$ cat src/gdb_pkg.sv
// Package for the GPIO input sampling and de-bounce block.
// Assumes a single core clock domain and a simple register port.
package gdb_pkg;

  // ************************************************************
  // Register map
  // ************************************************************
  localparam logic [11:0] DEBOUNCE_EN_OFFSET = 12'h638;
  localparam logic [11:0] LOW_INPUT_OFFSET   = 12'h63C;
  localparam logic [31:0] DEBOUNCE_EN_RESET  = 32'h0000_0000;
  localparam logic [15:0] RESERVED_READ      = 16'h0000;

  // ************************************************************
  // Geometry and timing
  // ************************************************************
  localparam int          PIN_COUNT        = 32;
  localparam int          LOW_PIN_COUNT    = 16;
  localparam int          FILTER_CNT_W     = 8;
  // Consecutive core-clock samples a new level must hold
  localparam int          FILTER_SAMPLES   = 4;
  localparam logic [31:0] PIN_RESET        = 32'h0000_0000;

  // ************************************************************
  // Register port request
  // ************************************************************
  typedef struct packed {
    logic [11:0] addr;
    logic        wr;
    logic        rd;
    logic [31:0] wdata;
  } gdb_cfg_req_t;

endpackage

$ cat src/gdb_filter.sv
// One-pin de-bounce filter.
// Assumes level_in is already synchronised to core_clk_in.
`timescale 1ns/1ps
`default_nettype none

module gdb_filter #(
  parameter int SAMPLES = gdb_pkg::FILTER_SAMPLES
) (
  input  wire logic core_clk_in,
  input  wire logic rst_in,
  input  wire logic enable_in,
  input  wire logic level_in,
  output var  logic level_out
);

  // ************************************************************
  // Filter state
  // ************************************************************
  localparam logic [gdb_pkg::FILTER_CNT_W-1:0] LAST_COUNT =
    gdb_pkg::FILTER_CNT_W'(SAMPLES - 1);

  logic [gdb_pkg::FILTER_CNT_W-1:0] count;

  always_ff @(posedge core_clk_in) begin
    if (rst_in || !enable_in || level_in == level_out) begin
      count <= '0;
    end else if (count != LAST_COUNT) begin
      count <= count + 1'b1;
    end
  end

  always_ff @(posedge core_clk_in) begin
    if (rst_in) begin
      level_out <= 1'b0;
    end else if (!enable_in) begin
      level_out <= level_in;   // Tracks raw so enabling does not glitch
    end else if (level_in != level_out && count == LAST_COUNT) begin
      level_out <= level_in;
    end
  end

  // ************************************************************
  // Checks
  // ************************************************************
  a_filter_change: assert property (
    @(posedge core_clk_in) disable iff (rst_in)
    (enable_in && level_in != level_out && count == LAST_COUNT)
      |=> level_out == $past(level_in))
    else $error("filter did not take a level held long enough");

  a_filter_holds: assert property (
    @(posedge core_clk_in) disable iff (rst_in)
    (enable_in && count != LAST_COUNT) |=> $stable(level_out))
    else $error("filter changed before the level was held long enough");

  a_bypass_raw: assert property (
    @(posedge core_clk_in) disable iff (rst_in)
    !enable_in |=> level_out == $past(level_in))
    else $error("unfiltered pin did not follow raw level");

endmodule

`default_nettype wire

$ cat src/gdb_top.sv
// Input sampling and de-bounce for 32 GPIO pins; input data read-back for pins 0 to 15.
// Assumes pins are asynchronous; direction bits come from core-clock logic.
//
// Summary of operation
// - 32-bit de-bounce enable, one bit per pin
// - Enabled input pins pass through de-bounce filter
// - Disabled bits use raw level; enables reset zero
// - Low input data bit zero when pin output
// - Input pin bit returns current sampled level
// - Upper sixteen bits read zero, ignore writes
`timescale 1ns/1ps
`default_nettype none

module gdb_top (
  input  wire logic                  core_clk_in,
  input  wire logic                  rst_in,
  input  wire logic [31:0]           pin_level_in,
  input  wire logic [31:0]           dir_low_in,
  input  wire logic [31:0]           dir_high_in,
  input  wire gdb_pkg::gdb_cfg_req_t cfg_req_in,
  output var  logic [31:0]           cfg_rdata_out,
  output var  logic                  cfg_rvalid_out,
  output var  logic [31:0]           pin_value_out,
  output var  logic [31:0]           debounce_en_out
);

  // ************************************************************
  // Declarations
  // ************************************************************
  logic [31:0] sync_meta;
  logic [31:0] sync_level;
  logic [31:0] pin_is_output;
  logic [31:0] filter_en;
  logic [15:0] low_out_mask;
  logic [15:0] next_low_input;
  logic        wr_debounce;
  logic        rd_debounce;
  logic        rd_low_input;

  // ************************************************************
  // Pin synchronisers
  // ************************************************************

  // Two-stage synchroniser; first stage feeds only the second
  // Second stage output is what every later stage reads
  always_ff @(posedge core_clk_in) begin
    if (rst_in) begin
      sync_meta  <= gdb_pkg::PIN_RESET;
      sync_level <= gdb_pkg::PIN_RESET;
    end else begin
      sync_meta  <= pin_level_in;
      sync_level <= sync_meta;
    end
  end

  // ************************************************************
  // Direction decode
  // ************************************************************

  // Direction bit of pin n sits at bit 2n+1 of its register
  // The even bits pick source or destination and are not used here
  always_comb begin
    pin_is_output = '0;
    for (int n = 0; n < gdb_pkg::LOW_PIN_COUNT; n++) begin
      pin_is_output[n]      = dir_low_in[2*n+1];
      pin_is_output[n + 16] = dir_high_in[2*n+1];
    end
  end

  assign low_out_mask = pin_is_output[15:0];

  // ************************************************************
  // Register decode
  // ************************************************************
  // Exact address match; writes to the input data register are dropped
  assign wr_debounce  = cfg_req_in.wr && cfg_req_in.addr == gdb_pkg::DEBOUNCE_EN_OFFSET;
  assign rd_debounce  = cfg_req_in.rd && cfg_req_in.addr == gdb_pkg::DEBOUNCE_EN_OFFSET;
  assign rd_low_input = cfg_req_in.rd && cfg_req_in.addr == gdb_pkg::LOW_INPUT_OFFSET;

  always_ff @(posedge core_clk_in) begin
    if (rst_in) begin
      debounce_en_out <= gdb_pkg::DEBOUNCE_EN_RESET;
    end else if (wr_debounce) begin
      debounce_en_out <= cfg_req_in.wdata;
    end
  end

  // ************************************************************
  // De-bounce filters
  // ************************************************************

  assign filter_en = debounce_en_out & ~pin_is_output;

  // One filter per pin; a disabled filter tracks the raw level
  for (genvar g = 0; g < gdb_pkg::PIN_COUNT; g++) begin : g_pin
    gdb_filter #(
      .SAMPLES (gdb_pkg::FILTER_SAMPLES)
    ) u_filter (
      .core_clk_in (core_clk_in),
      .rst_in      (rst_in),
      .enable_in   (filter_en[g]),
      .level_in    (sync_level[g]),
      .level_out   (pin_value_out[g])
    );
  end

  // ************************************************************
  // Read-back
  // ************************************************************

  assign next_low_input = pin_value_out[15:0] & ~low_out_mask;

  // Read data is registered; unmapped addresses read zero
  // A read and a write in one cycle return the old enable bits
  // reserved bits read zero
  always_ff @(posedge core_clk_in) begin
    if (rst_in) begin
      cfg_rdata_out  <= '0;
      cfg_rvalid_out <= 1'b0;
    end else begin
      cfg_rvalid_out <= cfg_req_in.rd;
      if (rd_debounce) begin
        cfg_rdata_out <= debounce_en_out;
      end else if (rd_low_input) begin
        cfg_rdata_out <= {gdb_pkg::RESERVED_READ, next_low_input};
      end else begin
        cfg_rdata_out <= '0;
      end
    end
  end

  // ************************************************************
  // Checks
  // ************************************************************
  a_enable_reset: assert property (
    @(posedge core_clk_in)
    rst_in |=> debounce_en_out == gdb_pkg::DEBOUNCE_EN_RESET)
    else $error("de-bounce enables not zero after reset");

  a_enable_write: assert property (
    @(posedge core_clk_in) disable iff (rst_in)
    wr_debounce |=> debounce_en_out == $past(cfg_req_in.wdata))
    else $error("de-bounce enable write not stored");

  a_output_zero: assert property (
    @(posedge core_clk_in) disable iff (rst_in)
    rd_low_input |=> (cfg_rdata_out[15:0] & $past(low_out_mask)) == 16'h0000)
    else $error("output pin read back nonzero");

  a_input_level: assert property (
    @(posedge core_clk_in) disable iff (rst_in)
    (rd_low_input && low_out_mask == 16'h0000)
      |=> cfg_rdata_out[15:0] == $past(pin_value_out[15:0]) && cfg_rvalid_out)
    else $error("input pin level not returned");

  a_reserved_zero: assert property (
    @(posedge core_clk_in) disable iff (rst_in)
    rd_low_input |=> cfg_rdata_out[31:16] == 16'h0000)
    else $error("reserved input data bits nonzero");

  a_enable_read: assert property (
    @(posedge core_clk_in) disable iff (rst_in)
    rd_debounce |=> cfg_rdata_out == $past(debounce_en_out))
    else $error("de-bounce enable read back wrong");

  a_enable_hold: assert property (
    @(posedge core_clk_in) disable iff (rst_in)
    !wr_debounce |=> $stable(debounce_en_out))
    else $error("de-bounce enables changed without a write");

  a_write_ignored: assert property (
    @(posedge core_clk_in) disable iff (rst_in)
    (cfg_req_in.wr && cfg_req_in.addr == gdb_pkg::LOW_INPUT_OFFSET)
      |=> $stable(debounce_en_out))
    else $error("write to input data register had an effect");

  a_read_valid: assert property (
    @(posedge core_clk_in) disable iff (rst_in)
    cfg_req_in.rd |=> cfg_rvalid_out)
    else $error("read not answered one cycle later");

  a_no_stray_valid: assert property (
    @(posedge core_clk_in) disable iff (rst_in)
    !cfg_req_in.rd |=> !cfg_rvalid_out)
    else $error("read valid without a read");

  a_unmapped_zero: assert property (
    @(posedge core_clk_in) disable iff (rst_in)
    (cfg_req_in.rd && !rd_debounce && !rd_low_input) |=> cfg_rdata_out == 32'h0000_0000)
    else $error("unmapped read returned nonzero data");

  a_rdata_idle: assert property (
    @(posedge core_clk_in) disable iff (rst_in)
    !cfg_req_in.rd |=> cfg_rdata_out == 32'h0000_0000)
    else $error("read data nonzero without a read");

  a_sync_chain: assert property (
    @(posedge core_clk_in) disable iff (rst_in)
    !$past(rst_in) |-> sync_level == $past(sync_meta))
    else $error("pin synchroniser stage skipped");

  for (genvar p = 0; p < gdb_pkg::PIN_COUNT; p++) begin : g_chk
    a_output_unfiltered: assert property (
      @(posedge core_clk_in) disable iff (rst_in)
      pin_is_output[p] |=> pin_value_out[p] == $past(sync_level[p]))
      else $error("output pin level was filtered");
  end

endmodule

`default_nettype wire

$ cat config.mk
export PLATFORM = sky130hd
export DESIGN_NAME = gdb_top
export DESIGN_NICKNAME = d
export VERILOG_FILES = /design/src/gdb_pkg.sv /design/src/gdb_filter.sv /design/src/gdb_top.sv
export SDC_FILE = /design/constraint.sdc
export NUM_CORES = 1
export LEC_CHECK = 0
export ABC_CLOCK_PERIOD_IN_PS = 5000
export BUFFER_PORTS_ARGS = -buffer_cell sky130_fd_sc_hd__clkbuf_2
export CELL_PAD_IN_SITES_DETAIL_PLACEMENT = 1
export CELL_PAD_IN_SITES_GLOBAL_PLACEMENT = 1
export CORE_ASPECT_RATIO = 1.25
export CORE_UTILIZATION = 25
export DETAILED_ROUTE_END_ITERATION = 10
export PLACE_DENSITY_LB_ADDON = 0.25
export SLEW_MARGIN = 5
export SYNTH_ARGS = -nofsm -noshare
export SYNTH_HDL_FRONTEND = slang
export SYNTH_HIERARCHICAL = 1
export SYNTH_SLANG_ARGS = --single-unit
$ cat constraint.sdc
create_clock -name core_clk_in -period 5 [get_ports core_clk_in]
set_input_delay 0.25 -clock core_clk_in [delete_from_list [all_inputs] [get_ports core_clk_in]]
set_output_delay 0.25 -clock core_clk_in [all_outputs]
set_load 0.02 [all_outputs]
# After elaboration in Yosys (flattened, before gate mapping)
# Cells that the tools add are included.
word_totals:
  word_cells: 464
  out_inout_bits: 97
  reg_bits: 417
op_classes:
  n_eq_ne: 162
  n_mux: 66
  reduce_logical: 131
  addsub: 32
  n_bitwise: 4
ops:
  columns: ["cell", "count"]
  rows:
  - ["$add 8x1->8 const B", 32]
  - ["$eq 8x2->1 const B", 32]
  - ["$ne 8x2->1 const B", 32]
  - ["$logic_or 1x1->1", 64]
  - ["$mux 1", 64]
  - ["$ne 2x1->1 const B", 32]
  - ["$logic_and 1x1->1", 35]
  - ["$and 32x32->32", 1]
  - ["$eq 1x1->1", 32]
  - ["$logic_not 1->1", 32]
  - ["$mux 32", 1]
  - ["$ne 1x1->1", 32]
  - ["$not 32->32", 1]
  - ["$eq 12x11->1 const B", 2]
  - ["$and 16x16->16", 1]
  - ["$mux 16", 1]
  - ["$not 16->16", 1]

# Depth between registers and ports, before layout
logic_depth:
  depth_word: 5
  mapped_depth: 5
  depth_no_buf: 4

# Hierarchy
# The synthesis kept the hierarchy.
modules_own_cells:
  columns: ["mod", "area_each_um2", "cells_each", "seq_area_each_um2", "instances"]
  rows:
  - ["gdb_filter", 426.7, 48, 180.2, 32]
  - ["gdb_top", 4590.7, 418, 2582.5, 1]

# Worst setup path before layout
# No wires, ideal clock.
synth_timing:
  path_type: "in2reg"
  start: "input port cfg_req_in[35] in the netlist's numbering"
  end: "register cfg_rdata_out[21]"
  path_stages: 5
  n_path_buf: 2
  slack_ns: 3.404
  t_required_ns: 4.926
  arrival_ns: 1.522
  setup_ns: 0.074
  path_cell_list: "or3b_4 > or4b_1 > buf_2 > buf_6 > nor3b_2"
synth_between:
  elab_chain_len: 3
synth_lines:
  columns: ["item", "line", "rtl"]
  rows:
  - ["start: declaration", "gdb_top.sv:20", "input wire gdb_pkg::gdb_cfg_req_t cfg_req_in,"]
  - ["$eq 12x11->1", "gdb_top.sv:77", "assign rd_debounce = cfg_req_in.rd && cfg_req_in.addr == gdb_pkg::DEBOUNCE_EN_OFFSET;"]
  - ["$logic_and 1x1->1", "gdb_top.sv:77", null]
  - ["$mux 32", "gdb_top.sv:122", "if (rd_debounce) begin"]
  - ["end signal: assignment", "gdb_top.sv:123", "cfg_rdata_out <= debounce_en_out;"]
  - ["end signal: assignment", "gdb_top.sv:125", "cfg_rdata_out <= {gdb_pkg::RESERVED_READ, next_low_input};"]
  - ["end: declaration", "gdb_top.sv:21", "output var logic [31:0] cfg_rdata_out,"]
# No other way between the ends.
# A chain may end at the register's enable or synchronous reset.

# Worst setup path in the final report
layout_timing:
  start: "register g_pin[14].u_filter/count[0] in the netlist's numbering"
  end: "register g_pin[14].u_filter/count[3] in the netlist's numbering"
layout_between:
  elab_chain_len: 1
  word_cells_on_any_way: 2
  classes_between: "1 x add/sub; 1 x eq/ne"
layout_lines:
  columns: ["item", "line", "rtl"]
  rows:
  - ["start: declaration", "gdb_filter.sv:22", "logic [gdb_pkg::FILTER_CNT_W-1:0] count;"]
  - ["start signal: assignment", "gdb_filter.sv:28", "count <= count + 1'b1;"]
  - ["$add 8x1->8 or $ne 8x2->1 (tied branches)", "gdb_filter.sv:28, gdb_filter.sv:27", null]
# Parallel ways exist; a longest one is shown, timed or not.

==> summary.txt <==
Worst setup path
  • Delay contributed by the slowest stage of the critical path: 520 ps
  • Critical path launch point type: flop
  • Kind of cell adding the most delay to the critical path: simple AND/OR/NAND/NOR gates
  • Critical path class: flop to flop
  • Critical-path cell with the highest stage delay: or3b_2
  • Worst EP required: roughly 5500 ps
  • Highest net fanout along the worst path: 6
  • CP Cell Sequence: ha_1 -> or3b_2 -> nor2_1 -> nor3_1
  • WP buf/inv: 0
  • Critical Path End Type: flop
  • Arrival time at the worst endpoint: between 2000 and 2500 ps

Clock network
  • TritonCTS clock tree: yes
  • # H-tree levels: 2
  • Buffers from clock root to sink, at most: 3
  • Number of buffers created by CTS: 49
  • Buffers inserted by post-CTS timing repair: 0
  • Clock latency at the later pin of the worst-skew pair: approximately 580 ps
  • Total clock sinks: approximately 420
  • Clock edge transition at the registers on the reported setup and hold paths: ~60 ps
  • Clock root cell: clkbuf_16

Timing
  • Final max-slew violation count: 0
  • Number of setup violations in the final report: 0
  • Setup repair after global routing missed its margin: no
  • Actual transition at the worst max-transition pin: 807 ps
  • Worst setup slack after layout: between 3000 and 4000 ps
  • Clock tree skew after final layout: approximately 13 ps
  • FMAX: 558 MHz
  • Post-route fraction of the period consumed by the critical path: between 30% and 40%
  • Total Neg Setup Slack: 0 ps
  • Max-slew headroom: a little under half
  • Number of hold violations in the final report: 0
  • Fin crit period: around 1800 ps

Outcome
  • Outcome: finished, final reports clean

Final layout
  • Most common cell after layout, fill and taps aside: dfxtp_1
  • Syn-to-layout area delta: 26.3%
  • Most used cells in the layout excluding fill and tap cells: dfxtp_1 (417), clkbuf_2 (207), o21ai_0 (192)
  • Fraction of final layout cells with drive strength greater than 1: ~16%
  • Total Nets Final: 2459

Routing
  • Initial DRC Count: between 400 and 500
  • Number of vias in the routed layout: between 15000 and 20000
  • Post-Route WL: 47.7 mm
  • Routed length on met2: 24.0 mm
  • WL met3: 2.04 mm
  • Avg WL per Cell: about 15 um
  • DRC: 0
  • Via-per-instance ratio: 4.73
  • DRT Pass-1 Iters: 4
  • Routed length on met1: 20.8 mm
  • Uppermost layer routed: met4
  • ANT nets after route: 0

Logic synthesis
  • Area of the mapped netlist: between 0.015 and 0.02 mm2
  • Total nets after synthesis: approximately 2100
  • Post-Syn Area per Cell: roughly 9.3 um2
  • Sequential-to-total area share from yosys stat: 45.8%
  • Post-synthesis register bit count: between 400 and 500
  • Syn. warnings: 6
  • Number of standard cells after synthesis: just under 2000
  • Number of distinct library cell variants in the gate-level netlist after synthesis: 30

Power
  • Switching Fraction: 21.5%
  • Switching power: 1.59 mW
  • Clk network pwr share: around half
  • Proportion of power drawn by combinational gates: 3.1%
  • Part of the total power dissipated in sequential elements: between 40% and 50%
  • Internal power component: ~5.8 mW
  • Largest vdd supply drop: roughly 230 uV
  • PD cells: between 300 and 400 mW/mm2
  • Leakage power of the design: 8.01 nW

GRT
  • Largest net degree at the start of global routing: approximately 140
  • Global router's overall resource usage: between 10 and 15%
  • Initial antenna violation count: 0
  • Global-route wire length before repair: slightly above 80 mm
  • Number of global-route vias before repair: 16500
  • Overflow after GRT: 0

Die
  • Die Wd: around 240 um
  • Number of placement rows: between 100 and 150
  • Number of primary I/O pins: 241
  • Placeable Area: slightly above 0.07 mm2
  • Initial core utilization: roughly a quarter
  • Area enclosed by the die boundary: roughly 0.074 mm2
  • Die span in y: between 300 and 400 um

Placement
  • Setup slack after placement: around 2700 ps
  • Final estimated routing congestion in global placement: 0.749
  • IO Port Bufs: approximately 210
  • Detailed placer's ending HPWL: approximately 33 mm

Min path
  • Type of the tightest min-delay check: primary input to flop

Job
  • Count of maximum capacitance violations: 0
[worst register-to-register path: stages (launching register included)]
cell,delay [ps]
dfxtp_1,430
ha_1,260
or3b_2,530
nor2_1,340
nor3_1,110
[synth_stat cells]
cell type | n | area share [%]
dfxtp_1 | 417 | 46
o21ai_0 | 192 | 5.3
nand2b_1 | 145 | 5.0
nand3_1 | 128 | 3.5
nor3_1 | 128 | 3.5
or3_1 | 128 | 4.4
nor2b_1 | 97 | 3.3
xor2_1 | 96 | 4.6
a21oi_1 | 80 | 2.2
a211oi_1 | 64 | 2.6
inv_1 | 64 | 1.3
mux2i_1 | 64 | 3.5
nand3b_1 | 48 | 2.0
nor3b_1 | 34 | 1.4
ha_1 | 32 | 2.2
nand2_1 | 32 | 0.66
nand4_1 | 32 | 1.1
nor2_1 | 32 | 0.66
or3b_2 | 32 | 1.5
or4_4 | 32 | 2.0
xnor2_1 | 32 | 1.5
clkbuf_1 | 18 | 0.37
nor3b_2 | 14 | 0.96
buf_2 | 5 | 0.14
buf_6 | 2 | 0.12
nand4bb_1 | 2 | 0.12
buf_1 | 1 | 0.021
nor4_4 | 1 | 0.12
or3b_4 | 1 | 0.062
or4b_1 | 1 | 0.055
[through the flow]
step	instance area [um2]	power, mW	hold WS, ps	utilization [%]	instances
after global placement	20400	3.62	416	28.3	3092
final	23000	7.37	49.3	31.9	3277
after floorplan	18200	3.53	329	-	1954
after detailed placement	20400	3.62	426	28.3	3092
after CTS	23000	7.57	4.94	31.9	3276
after global routing	23000	7.71	61.4	31.9	3276
[flip-flops by register name, indices dropped and copies added (netlist names)]
name	flops
debounce_en_out	32
g_pin.u_filter/count	256
sync_level	32
cfg_rdata_out	32
g_pin.u_filter/level_out	32
sync_meta	32
cfg_rvalid_out	1
[routing by layer]
layer  track usage (%)  vias to the layer above
met1              15.0                     7514
met4              3.47                        0
li1                  -                     7695
met3              2.69                       59
met5                 0                        -
met2              23.7                      222
[final timing paths]
| check | from | slack [ps] | end | cells after the start |
|---|---|---|---|---|
| worst max-delay path | g_pin[14].u_filter/count[0] | 3210 | g_pin[14].u_filter/count[3] | 4 |
| worst min-delay path | dir_high_in[17] | 50 | g_pin[24].u_filter/level_out | 4 |
| worst max register to register | g_pin[14].u_filter/count[0] | 3210 | g_pin[14].u_filter/count[3] | 4 |
| worst min register to register | sync_meta[11] | 440 | sync_level[11] | 1 |
[power groups by stage]
stage / combinational [mW] / clock [mW] / sequential [mW]
6_report: 0.227 / 3.77 / 3.37
5_1_grt: 0.249 / 4.09 / 3.37
4_1_cts: 0.231 / 3.96 / 3.37
3_5_place_dp: 0.172 / 0 / 3.45
3_3_place_gp: 0.170 / 0 / 3.45
2_1_floorplan: 0.0799 / 0 / 3.45
[logic make-up after synthesis]
logic type / after synthesis / share of synthesized area (%)
xor+xnor: 128 / 6.15
simple gates: 887 / 30.3
mux: 64 / 3.51
compound gates: 336 / 10.1
fa+ha+maj: 32 / 2.19
flops: 417 / 45.8
buf+inv: 90 / 1.97
[final cells by class]
class	instances	area, um2
Fill cell	8354	49100
Multi-Input combinational cell	1447	9540
Sequential cell	417	8350
Timing Repair Buffer	304	2010
Clock buffer	69	1420
Tap cell	952	1190
Clock inverter	23	290
Inverter	64	240
Antenna cell	1	2.50
[timing repair]
| action | CTS | global route |
|---|---|---|
| hold buffers | 92 | 0 |
| hold endpoints to repair | 99 | 0 |
| resized for setup | 0 | 0 |
Power figures use the tool's default switching activity.
